**config.mk**
```make
export PLATFORM = sky130hd
export DESIGN_NAME = gpio_port
export DESIGN_NICKNAME = d
export VERILOG_FILES = /design/src/gpio_port_pkg.sv /design/src/gpio_pin_bank.sv /design/src/gpio_port.sv /design/src/gpio_sync2.sv
export VERILOG_INCLUDE_DIRS = /design/src
export SDC_FILE = /design/constraint.sdc
export NUM_CORES = 1
export LEC_CHECK = 0
export BUFFER_PORTS_ARGS = -buffer_cell sky130_fd_sc_hd__buf_2
export CAP_MARGIN = 20
export CORE_MARGIN = 2
export CORE_UTILIZATION = 50
export DETAILED_ROUTE_END_ITERATION = 10
export PLACE_DENSITY = 0.73
export SETUP_SLACK_MARGIN = 0.4
export SLEW_MARGIN = 10
export SYNTH_ARGS = -nofsm -noshare
export SYNTH_HDL_FRONTEND = slang
export SYNTH_SLANG_ARGS = --single-unit
```
**constraint.sdc**
```tcl
create_clock -name clk_i -period 2.15 [get_ports clk_i]
set_input_delay 0.215 -clock clk_i [delete_from_list [all_inputs] [get_ports clk_i]]
set_output_delay 0.215 -clock clk_i [all_outputs]
set_load 0.005 [all_outputs]
```
**src/gpio_port_regs.svh**
```systemverilog
`ifndef GPIO_PORT_REGS_SVH
`define GPIO_PORT_REGS_SVH

// ---------------------------------------------------------------
// Register word addresses (Avalon word address, one 32-bit word each)
// ---------------------------------------------------------------
`define ADDR_W 5
`define A_PIN_LEVEL_DATA_B 5'h00
`define A_DIRECTION_CONTROL_B 5'h01
`define A_OUTPUT_LATCH_B 5'h02
`define A_ANALOG_SELECT_B 5'h03
`define A_PULLUP_ENABLE_B 5'h04
`define A_OPEN_DRAIN_ENABLE_B 5'h05
`define A_SLEW_LIMIT_ENABLE_B 5'h06
`define A_INPUT_THRESHOLD_SELECT_B 5'h07
`define A_PIN_LEVEL_DATA_C 5'h08
`define A_DIRECTION_CONTROL_C 5'h09
`define A_OUTPUT_LATCH_C 5'h0a
`define A_ANALOG_SELECT_C 5'h0b
`define A_PULLUP_ENABLE_C 5'h0c
`define A_OPEN_DRAIN_ENABLE_C 5'h0d
`define A_SLEW_LIMIT_ENABLE_C 5'h0e
`define A_INPUT_THRESHOLD_SELECT_C 5'h0f
`define A_OPTION 5'h10

// ---------------------------------------------------------------
// Field masks and reset values
// ---------------------------------------------------------------
`define B_IMPL_MASK 8'hf0
`define B_ANALOG_MASK 8'h30
`define B_DIR_RST 8'hf0
`define B_ANALOG_RST 8'h30
`define B_PULLUP_RST 8'hf0
`define B_OD_RST 8'h00
`define B_SLEW_RST 8'hf0
`define B_THRESH_RST 8'h00
`define C_ALL_ONES 8'hff
`define C_ZERO 8'h00
`define OPT_PULLUP_DIS_BIT 7
`define OPT_RST 8'h00

`endif

```
**src/gpio_port_pkg.sv**
```systemverilog
package gpio_port_pkg;

  typedef enum logic [1:0] {
    BUS_IDLE = 2'b01,
    BUS_ANSWER = 2'b10
  } bus_state_t;

endpackage

```
**src/gpio_pin_bank.sv**
```systemverilog
`timescale 1ns/100ps
`default_nettype none

`include "gpio_port_regs.svh"

module gpio_pin_bank #(
  parameter int WIDTH = 8
) (
  input wire logic [WIDTH-1:0] latch_i, // Output latch
  input wire logic [WIDTH-1:0] dir_i, // Direction, 1 = input
  input wire logic [WIDTH-1:0] analog_i, // Analog select
  input wire logic [WIDTH-1:0] pullup_i, // Individual pull-up enables
  input wire logic [WIDTH-1:0] od_i, // Open-drain enables
  input wire logic pullup_dis_i, // Global pull-up disable
  input wire logic [WIDTH-1:0] pin_sync_i, // Synchronised pin levels
  output logic [WIDTH-1:0] pad_o_o, // Pad output value
  output logic [WIDTH-1:0] pad_oe_n_o, // Pad drive enable, low drives
  output logic [WIDTH-1:0] pad_pullup_o, // Effective pull-up
  output logic [WIDTH-1:0] analog_conn_o, // Analog input connected
  output logic [WIDTH-1:0] dig_in_o // Digital read value
);

  // ---------------------------------------------------------------
  // Per-pin drive and read logic
  // ---------------------------------------------------------------
  always_comb begin
    for (int i = 0; i < WIDTH; i++) begin
      // Open-drain drives only a low level
      pad_o_o[i] = latch_i[i] & ~od_i[i];
      pad_oe_n_o[i] = dir_i[i] | (od_i[i] & latch_i[i]);
      pad_pullup_o[i] = pullup_i[i] & ~pullup_dis_i & dir_i[i];
      analog_conn_o[i] = analog_i[i];
      dig_in_o[i] = pin_sync_i[i] & ~analog_i[i];
    end
  end

endmodule

`default_nettype wire

```
**src/gpio_port.sv**
```systemverilog
// How it works
// Data register reads live pins 7..4; writes go to the output latch.
// Direction 1 tri-states the driver, 0 drives the latch; resets to 1.
// Data writes sample pins, merge written bits, store into the latch.
// Direction keeps control of drivers even on analog pins.
// Analog-selected pins read 0 on digital reads.
// Only analog bits 5..4 exist on port B; 1 disables digital input.
// Analog select leaves the digital output path untouched.
// Analog select bits reset to 1 on every reset.
// Pull-up bits 7..4 enable pull-ups; reset to 1.
// Global pull-up disable bit turns every individual pull-up off.
// Pull-up is forced off while the pin is an output.
// Open-drain bit 1 sinks only, 0 push-pull; reset 0.
// Slew bit 1 limits slew, 0 full rate; port B resets to 1.
// Threshold bit 1 Schmitt, 0 TTL; port B resets to 0.
// Software changes thresholds only with peripherals disabled.
// Port B bits 3..0 ignore writes and read as 0.
// After reset each pin is an input with its driver tri-stated.
// Analog inputs connect in analog mode; digital outputs still drive.
// Port C is 6 or 8 bits wide, registers sized to match.
// Software keeps analog pins as inputs to avoid overdrive.
// Pull-up active = own enable, global clear, pin is input.
//
// Chosen here: the register offsets and the Avalon-MM interface to the registers.
`timescale 1ns/100ps
`default_nettype none

`include "gpio_port_regs.svh"

module gpio_port #(
  parameter int C_WIDTH = 8
) (
  input wire logic clk_i, // System clock, 10 MHz
  input wire logic rstn_i, // Async reset, active low
  input wire logic [`ADDR_W-1:0] avs_address, // Word address
  input wire logic avs_read, // Read request
  input wire logic avs_write, // Write request
  input wire logic [31:0] avs_writedata, // Write data
  input wire logic [3:0] avs_byteenable, // Byte enables
  output logic [31:0] avs_readdata, // Read data
  output logic avs_waitrequest, // Stall, high until answer
  output logic avs_response_err, // Unmapped access flag
  input wire logic [3:0] pin_b_i, // Port B pin levels
  output logic [3:0] pin_b_o, // Port B pad output
  output logic [3:0] pin_b_oe_n_o, // Port B drive, low drives
  output logic [3:0] pullup_b_o, // Port B pull-up on
  output logic [3:0] slew_b_o, // Port B slew limited
  output logic [3:0] schmitt_b_o, // Port B Schmitt select
  output logic [3:0] analog_b_o, // Port B analog connected
  input wire logic [C_WIDTH-1:0] pin_c_i, // Port C pin levels
  output logic [C_WIDTH-1:0] pin_c_o, // Port C pad output
  output logic [C_WIDTH-1:0] pin_c_oe_n_o, // Port C drive, low drives
  output logic [C_WIDTH-1:0] pullup_c_o, // Port C pull-up on
  output logic [C_WIDTH-1:0] slew_c_o, // Port C slew limited
  output logic [C_WIDTH-1:0] schmitt_c_o, // Port C Schmitt select
  output logic [C_WIDTH-1:0] analog_c_o // Port C analog connected
);

  // ---------------------------------------------------------------
  // Parameter check
  // ---------------------------------------------------------------
  if (C_WIDTH != 6 && C_WIDTH != 8) begin : g_bad_width
    $error("C_WIDTH must be 6 or 8");
  end

  // ---------------------------------------------------------------
  // Registers (8-bit views; unimplemented bits held at zero)
  // ---------------------------------------------------------------
  localparam logic [7:0] C_MASK = `C_ALL_ONES >> (8 - C_WIDTH);

  logic [7:0] dir_b_r, lat_b_r, ana_b_r, wpu_b_r, od_b_r, slr_b_r, inl_b_r;
  logic [7:0] dir_c_r, lat_c_r, ana_c_r, wpu_c_r, od_c_r, slr_c_r, inl_c_r;
  logic [7:0] opt_r;
  gpio_port_pkg::bus_state_t state_r;
  logic [31:0] rdata_r;
  logic err_r;

  logic [3:0] sync_b;
  logic [C_WIDTH-1:0] sync_c;
  logic [3:0] din_b;
  logic [C_WIDTH-1:0] din_c;
  logic [7:0] pins_b, pins_c;
  logic [7:0] wbyte;
  logic take;
  logic wr_hit;
  logic mapped;
  logic pullup_dis;

  assign pullup_dis = opt_r[`OPT_PULLUP_DIS_BIT];

  // ---------------------------------------------------------------
  // Pin input synchronisers
  // ---------------------------------------------------------------
  gpio_sync2 #(.WIDTH(4)) u_sync_b (
    .clk_i(clk_i),
    .rstn_i(rstn_i),
    .d_i(pin_b_i),
    .q_o(sync_b)
  );

  gpio_sync2 #(.WIDTH(C_WIDTH)) u_sync_c (
    .clk_i(clk_i),
    .rstn_i(rstn_i),
    .d_i(pin_c_i),
    .q_o(sync_c)
  );

  // ---------------------------------------------------------------
  // Pin banks
  // ---------------------------------------------------------------
  gpio_pin_bank #(.WIDTH(4)) u_bank_b (
    .latch_i(lat_b_r[7:4]),
    .dir_i(dir_b_r[7:4]),
    .analog_i(ana_b_r[7:4]),
    .pullup_i(wpu_b_r[7:4]),
    .od_i(od_b_r[7:4]),
    .pullup_dis_i(pullup_dis),
    .pin_sync_i(sync_b),
    .pad_o_o(pin_b_o),
    .pad_oe_n_o(pin_b_oe_n_o),
    .pad_pullup_o(pullup_b_o),
    .analog_conn_o(analog_b_o),
    .dig_in_o(din_b)
  );

  gpio_pin_bank #(.WIDTH(C_WIDTH)) u_bank_c (
    .latch_i(lat_c_r[C_WIDTH-1:0]),
    .dir_i(dir_c_r[C_WIDTH-1:0]),
    .analog_i(ana_c_r[C_WIDTH-1:0]),
    .pullup_i(wpu_c_r[C_WIDTH-1:0]),
    .od_i(od_c_r[C_WIDTH-1:0]),
    .pullup_dis_i(pullup_dis),
    .pin_sync_i(sync_c),
    .pad_o_o(pin_c_o),
    .pad_oe_n_o(pin_c_oe_n_o),
    .pad_pullup_o(pullup_c_o),
    .analog_conn_o(analog_c_o),
    .dig_in_o(din_c)
  );

  assign slew_b_o = slr_b_r[7:4];
  assign schmitt_b_o = inl_b_r[7:4];
  assign slew_c_o = slr_c_r[C_WIDTH-1:0];
  assign schmitt_c_o = inl_c_r[C_WIDTH-1:0];

  assign pins_b = {din_b, 4'h0};
  assign pins_c = 8'(din_c);

  // ---------------------------------------------------------------
  // Bus decode
  // ---------------------------------------------------------------
  assign take = (state_r == gpio_port_pkg::BUS_IDLE) &
                (avs_read | avs_write);
  assign wr_hit = take & avs_write & avs_byteenable[0];
  assign wbyte = avs_writedata[7:0];
  assign mapped = (avs_address <= `A_OPTION);

  assign avs_waitrequest = (state_r != gpio_port_pkg::BUS_ANSWER);
  assign avs_readdata = rdata_r;
  assign avs_response_err = err_r;

  always_ff @(posedge clk_i or negedge rstn_i) begin
    if (!rstn_i) begin
      state_r <= gpio_port_pkg::BUS_IDLE;
    end else begin
      unique case (state_r)
        gpio_port_pkg::BUS_IDLE: begin
          if (avs_read | avs_write) begin
            state_r <= gpio_port_pkg::BUS_ANSWER;
          end
        end
        gpio_port_pkg::BUS_ANSWER: begin
          state_r <= gpio_port_pkg::BUS_IDLE;
        end
        default: begin
          state_r <= gpio_port_pkg::BUS_IDLE;
        end
      endcase
    end
  end

  // ---------------------------------------------------------------
  // Read data
  // ---------------------------------------------------------------
  always_ff @(posedge clk_i or negedge rstn_i) begin
    if (!rstn_i) begin
      rdata_r <= '0;
      err_r <= 1'b0;
    end else if (take) begin
      err_r <= ~mapped;
      unique case (avs_address)
        `A_PIN_LEVEL_DATA_B: rdata_r <= {24'h0, pins_b};
        `A_DIRECTION_CONTROL_B: rdata_r <= {24'h0, dir_b_r};
        `A_OUTPUT_LATCH_B: rdata_r <= {24'h0, lat_b_r};
        `A_ANALOG_SELECT_B: rdata_r <= {24'h0, ana_b_r};
        `A_PULLUP_ENABLE_B: rdata_r <= {24'h0, wpu_b_r};
        `A_OPEN_DRAIN_ENABLE_B: rdata_r <= {24'h0, od_b_r};
        `A_SLEW_LIMIT_ENABLE_B: rdata_r <= {24'h0, slr_b_r};
        `A_INPUT_THRESHOLD_SELECT_B: rdata_r <= {24'h0, inl_b_r};
        `A_PIN_LEVEL_DATA_C: rdata_r <= {24'h0, pins_c};
        `A_DIRECTION_CONTROL_C: rdata_r <= {24'h0, dir_c_r};
        `A_OUTPUT_LATCH_C: rdata_r <= {24'h0, lat_c_r};
        `A_ANALOG_SELECT_C: rdata_r <= {24'h0, ana_c_r};
        `A_PULLUP_ENABLE_C: rdata_r <= {24'h0, wpu_c_r};
        `A_OPEN_DRAIN_ENABLE_C: rdata_r <= {24'h0, od_c_r};
        `A_SLEW_LIMIT_ENABLE_C: rdata_r <= {24'h0, slr_c_r};
        `A_INPUT_THRESHOLD_SELECT_C: rdata_r <= {24'h0, inl_c_r};
        `A_OPTION: rdata_r <= {24'h0, opt_r};
        default: rdata_r <= '0;
      endcase
    end
  end

  // ---------------------------------------------------------------
  // Port B registers
  // ---------------------------------------------------------------
  always_ff @(posedge clk_i or negedge rstn_i) begin
    if (!rstn_i) begin
      dir_b_r <= `B_DIR_RST;
    end else if (wr_hit && avs_address == `A_DIRECTION_CONTROL_B) begin
      dir_b_r <= wbyte & `B_IMPL_MASK;
    end
  end

  always_ff @(posedge clk_i or negedge rstn_i) begin
    if (!rstn_i) begin
      lat_b_r <= '0;
    end else if (wr_hit && avs_address == `A_PIN_LEVEL_DATA_B) begin
      // Written bits 7..4 land; pins sampled for merge
      lat_b_r <= ((pins_b & ~`B_IMPL_MASK) | wbyte) & `B_IMPL_MASK;
    end else if (wr_hit && avs_address == `A_OUTPUT_LATCH_B) begin
      lat_b_r <= wbyte & `B_IMPL_MASK;
    end
  end

  always_ff @(posedge clk_i or negedge rstn_i) begin
    if (!rstn_i) begin
      ana_b_r <= `B_ANALOG_RST;
    end else if (wr_hit && avs_address == `A_ANALOG_SELECT_B) begin
      ana_b_r <= wbyte & `B_ANALOG_MASK;
    end
  end

  always_ff @(posedge clk_i or negedge rstn_i) begin
    if (!rstn_i) begin
      wpu_b_r <= `B_PULLUP_RST;
    end else if (wr_hit && avs_address == `A_PULLUP_ENABLE_B) begin
      wpu_b_r <= wbyte & `B_IMPL_MASK;
    end
  end

  always_ff @(posedge clk_i or negedge rstn_i) begin
    if (!rstn_i) begin
      od_b_r <= `B_OD_RST;
    end else if (wr_hit && avs_address == `A_OPEN_DRAIN_ENABLE_B) begin
      od_b_r <= wbyte & `B_IMPL_MASK;
    end
  end

  always_ff @(posedge clk_i or negedge rstn_i) begin
    if (!rstn_i) begin
      slr_b_r <= `B_SLEW_RST;
    end else if (wr_hit && avs_address == `A_SLEW_LIMIT_ENABLE_B) begin
      slr_b_r <= wbyte & `B_IMPL_MASK;
    end
  end

  always_ff @(posedge clk_i or negedge rstn_i) begin
    if (!rstn_i) begin
      inl_b_r <= `B_THRESH_RST;
    end else if (wr_hit && avs_address == `A_INPUT_THRESHOLD_SELECT_B) begin
      inl_b_r <= wbyte & `B_IMPL_MASK;
    end
  end

  // ---------------------------------------------------------------
  // Port C registers and option
  // ---------------------------------------------------------------
  always_ff @(posedge clk_i or negedge rstn_i) begin
    if (!rstn_i) begin
      dir_c_r <= C_MASK;
    end else if (wr_hit && avs_address == `A_DIRECTION_CONTROL_C) begin
      dir_c_r <= wbyte & C_MASK;
    end
  end

  always_ff @(posedge clk_i or negedge rstn_i) begin
    if (!rstn_i) begin
      lat_c_r <= '0;
    end else if (wr_hit && avs_address == `A_PIN_LEVEL_DATA_C) begin
      // Whole byte is written, so the pin merge leaves nothing over
      lat_c_r <= wbyte & C_MASK;
    end else if (wr_hit && avs_address == `A_OUTPUT_LATCH_C) begin
      lat_c_r <= wbyte & C_MASK;
    end
  end

  always_ff @(posedge clk_i or negedge rstn_i) begin
    if (!rstn_i) begin
      ana_c_r <= C_MASK;
    end else if (wr_hit && avs_address == `A_ANALOG_SELECT_C) begin
      ana_c_r <= wbyte & C_MASK;
    end
  end

  always_ff @(posedge clk_i or negedge rstn_i) begin
    if (!rstn_i) begin
      wpu_c_r <= C_MASK;
    end else if (wr_hit && avs_address == `A_PULLUP_ENABLE_C) begin
      wpu_c_r <= wbyte & C_MASK;
    end
  end

  always_ff @(posedge clk_i or negedge rstn_i) begin
    if (!rstn_i) begin
      od_c_r <= `C_ZERO;
    end else if (wr_hit && avs_address == `A_OPEN_DRAIN_ENABLE_C) begin
      od_c_r <= wbyte & C_MASK;
    end
  end

  always_ff @(posedge clk_i or negedge rstn_i) begin
    if (!rstn_i) begin
      slr_c_r <= C_MASK;
    end else if (wr_hit && avs_address == `A_SLEW_LIMIT_ENABLE_C) begin
      slr_c_r <= wbyte & C_MASK;
    end
  end

  always_ff @(posedge clk_i or negedge rstn_i) begin
    if (!rstn_i) begin
      inl_c_r <= C_MASK;
    end else if (wr_hit && avs_address == `A_INPUT_THRESHOLD_SELECT_C) begin
      inl_c_r <= wbyte & C_MASK;
    end
  end

  always_ff @(posedge clk_i or negedge rstn_i) begin
    if (!rstn_i) begin
      opt_r <= `OPT_RST;
    end else if (wr_hit && avs_address == `A_OPTION) begin
      opt_r <= wbyte;
    end
  end

endmodule

`default_nettype wire

```
**src/gpio_sync2.sv**
```systemverilog
`timescale 1ns/100ps
`default_nettype none

module gpio_sync2 #(
  parameter int WIDTH = 8
) (
  input wire logic clk_i, // System clock
  input wire logic rstn_i, // Async reset, active low
  input wire logic [WIDTH-1:0] d_i, // Asynchronous pin levels
  output logic [WIDTH-1:0] q_o // Synchronised levels
);

  logic [WIDTH-1:0] meta_r;

  always_ff @(posedge clk_i or negedge rstn_i) begin
    if (!rstn_i) begin
      meta_r <= '0;
      q_o <= '0;
    end else begin
      meta_r <= d_i;
      q_o <= meta_r;
    end
  end

endmodule

`default_nettype wire
```
==> flow_metrics.py <==
metrics = {
    "placed_design": {
        "hpwl_um": 12000,
        "numPortBuffers": 109,
        "gp_congestion": 0.898,
    },
    "worst_hold_path": {
        "min-delay-start": "avs_writedata[0]",
        "hp-class": "input port to flip-flop",
        "hold_end": "ana_c_r[0]$_DFFE_PN1P_",
        "hold_depth": 3,
    },
    "worst_setup_path": {
        "crit_path_start_kind": "flip-flop",
        "r2r-end": "schmitt_c_o[5]$_DFFE_PN1P_",
        "cpMaxStageDelayCell": "dfstp_2",
        "critPathKind": "flip-flop to flip-flop",
        "reg2reg_depth": 6,
        "max_stage_delay_ps": 530,
        "regToRegSetupSlack_ps": 330,
        "crit_family": "simple AND/OR/NAND/NOR gates",
        "crit_buf_inv": 1,
        "worstPathMaxFanout": 6,
        "cp.required_ps": 2490,
        "worstPathCellList": "nor2b_4 > and3_4 > nand2_4 > nor2_2 > buf_4 > mux2_2",
        "r2r-start": "state_r[0]$_DFFE_PN1P_",
        "worst_setup_path_end_kind": "flip-flop",
        "crit_arrival_ps": 2170,
    },
    "timing": {
        "slew_headroom": 0.617,
        "min_period_over_period": 0.848,
        "finalHoldViolations": 0,
        "fmax_mhz": 548,
        "fin_hold_ws_ps": 89.3,
        "setup_viol": 0,
        "tightest_slew_ps": 575,
        "final.setup.tns_ps": 0,
        "min_period_ps": 1820,
        "slew_violations": 0,
        "rsz0062_at_grt": "yes",
        "fin_skew_ps": 7.82,
    },
    "die": {
        "dieArea_mm2": 0.0130,
        "initial_core_util": 0.509,
        "io_pins": 163,
        "core_mm2": 0.0119,
        "die_y_um": 114,
        "fp-row-count": 40,
        "die_x_um": 114,
    },
    "synthesis": {
        "ys.flop_type": "dfrtp_1",
        "syn-cell-area_mm2": 0.00606,
        "ys_warn_count": 0,
        "postSynthCellCount": 493,
        "synthTopCellsByCount": "mux2_2 (93), dfrtp_1 (70), dfstp_2 (55), nand2_1 (31), buf_4 (30)",
        "synth_async_sr_flop_share": 1.00,
        "yosysMostFrequentCell": "mux2_2",
        "syn_area_per_cell_um2": 12.3,
        "yosysTopAreaCell": "dfrtp_1",
        "ys_seq_area_frac": 0.528,
        "yosysUniqueCellTypes": 62,
        "synth.area.top_cells": "dfrtp_1 (29%), dfstp_2 (24%), mux2_2 (17%)",
        "synth.ff_latch_count": 125,
        "yosys.area.top_type_share": 0.289,
        "synth-edff-count": 0,
    },
    "cells_and_area": {
        "drive_gt1_frac": 0.548,
        "num_antenna_cells": 0,
        "layout.nets": 704,
        "fillers": 849,
        "syn_to_final_growth_pct": 30.6,
    },
    "clock_tree": {
        "clock-root-buffer": "clkbuf_16",
        "insertion_delay_ps": 420,
        "cts_max_path_buffers": 2,
        "htreeDepth": 4,
        "clkTransAtPathRegs_ps": 50,
        "cts_num_sinks": 125,
        "numCtsBuffers": 17,
        "cts_tree": "yes",
    },
    "grt": {
        "grt_pass1_wl_um": 26800,
        "first_global_vias": 4704,
        "overflow": 0,
        "grt_use_total": 0.277,
        "grt_max_degree": 63,
        "antenna_found_initial": 0,
    },
    "route": {
        "drtIter0Drc": 482,
        "wl_per_cell_um": 22.2,
        "dr_total_vias": 4804,
        "first_pass_iters": 5,
        "detail-route-antenna-nets": 0,
        "vias_per_cell": 5.96,
        "drcViolationCount": 0,
        "wl_um": 17900,
    },
    "status": {
        "status": "complete, no violations",
    },
    "pwr": {
        "peakVddDrop_v": 0.000532,
        "p_leak_nw": 3.84,
        "p_per_area_mw_per_mm2": 944,
    },
    "flow_run": {
        "maxCapViolations": 0,
    },
}
[logic make-up (layout without fill, tap and decap cells)]
family,count (synthesis),in the layout,share of synthesized area
flip-flops,125,125,0.528
AND/OR/NAND/NOR,125,125,0.122
multiplexers,104,104,0.194
AO/OA/AOI/OAI,77,77,0.0923
buffers and inverters,61,202,0.0638
other,1,26,0.000619
[state kept, by name, indices dropped and copies added (netlist names), 8 cells and up]
signal and flops:
ana_c_r 8, avs_readdata 8, dir_c_r 8, lat_c_r 8, od_c_r 8, opt_r 8, schmitt_c_o 8, slew_c_o 8
u_sync_c.meta_r 8, u_sync_c.q_o 8, wpu_c_r 8
[layout by cell type (no fill, tap or decap), drive strengths merged, types with 7 or more instances in the layout]
master / netlist / final
mux2: 94 / 94
dlygate4sd3: 0 / 13
o21ai: 13 / 13
clkbuf: 9 / 25
buf: 46 / 152
nand2: 32 / 32
and3: 7 / 7
nor3: 9 / 9
nor2: 18 / 18
mux2i: 9 / 9
nor2b: 20 / 20
dfrtp: 70 / 70
dfstp: 55 / 55
nand3: 12 / 12
a21o: 13 / 13
conb: 1 / 26
a22oi: 11 / 11
[cell type report]
class / count / area, um^2 / area share
multi-input combinational: 332 / 2820 / 0.356
inverter: 6 / 22.5 / 0.00285
tap: 147 / 184 / 0.0232
timing repair buffer: 165 / 1090 / 0.138
sequential: 125 / 3200 / 0.404
clock buffer: 25 / 515 / 0.0651
clock inverter: 6 / 82.6 / 0.0104
[metal layers]
| metal | track usage | share of wire | up-vias |
|---|---|---|---|
| met5 | 0 | 0 | - |
| li1 | - | - | 2042 |
| met1 | 0.364 | 0.40 | 2409 |
| met3 | 0.0720 | 0.091 | 51 |
| met4 | 0.117 | 0.035 | 0 |
| met2 | 0.437 | 0.47 | 302 |
[power by group]
part	internal, mW	switching (mW)
Sequential	2.81	0.334
Clock	1.88	1.00
Combinational	0.771	0.671
[per-stage QoR]
stage          cell area [um^2]   util  instances  worst slack (ps)  power, mW
2_1_floorplan              6160      -        518               385       3.78
3_3_place_gp               6850  0.575        758               173       4.35
3_5_place_dp               6850  0.575        758               142       4.40
4_1_cts                    7650  0.642        803               342       7.34
5_1_grt                    7910  0.664        806               287       7.76
6_report                   7910  0.664        806               326       7.47
[repair_timing]
action | in CTS | in global routing
setup endpoints to repair | 76 | 81
hold buffers | 13 | 0
endpoints found under the hold margin | 23 | 0
gates resized for setup | 19 | 59
setup buffers | 1 | 3
pin swaps | 2 | 5
[worst max-delay path by stage]
| stage | slack (ps) | end | from | cells past startpoint |
|---|---|---|---|---|
| 2_1_floorplan | 380 | schmitt_c_o[0]$_DFFE_PN1P_ | state_r[0]$_DFFE_PN1P_ | 6 |
| 3_3_place_gp | 170 | slew_c_o[2]$_DFFE_PN1P_ | avs_address[3] | 6 |
| 3_5_place_dp | 140 | opt_r[3]$_DFFE_PN0P_ | avs_address[3] | 6 |
| 4_1_cts | 340 | slew_c_o[3]$_DFFE_PN1P_ | state_r[0]$_DFFE_PN1P_ | 5 |
| 5_1_grt | 290 | schmitt_c_o[5]$_DFFE_PN1P_ | state_r[0]$_DFFE_PN1P_ | 6 |
| 6_report | 330 | schmitt_c_o[5]$_DFFE_PN1P_ | state_r[0]$_DFFE_PN1P_ | 6 |
[worst reg2reg max path, delay by kind of cell (launching register included)]
family / cells / cell delay (ps)
buffers and inverters: 1 / 180
flip-flops: 1 / 530
multiplexers: 1 / 340
AND/OR/NAND/NOR: 4 / 700
(Power assumes the default switching activity.)
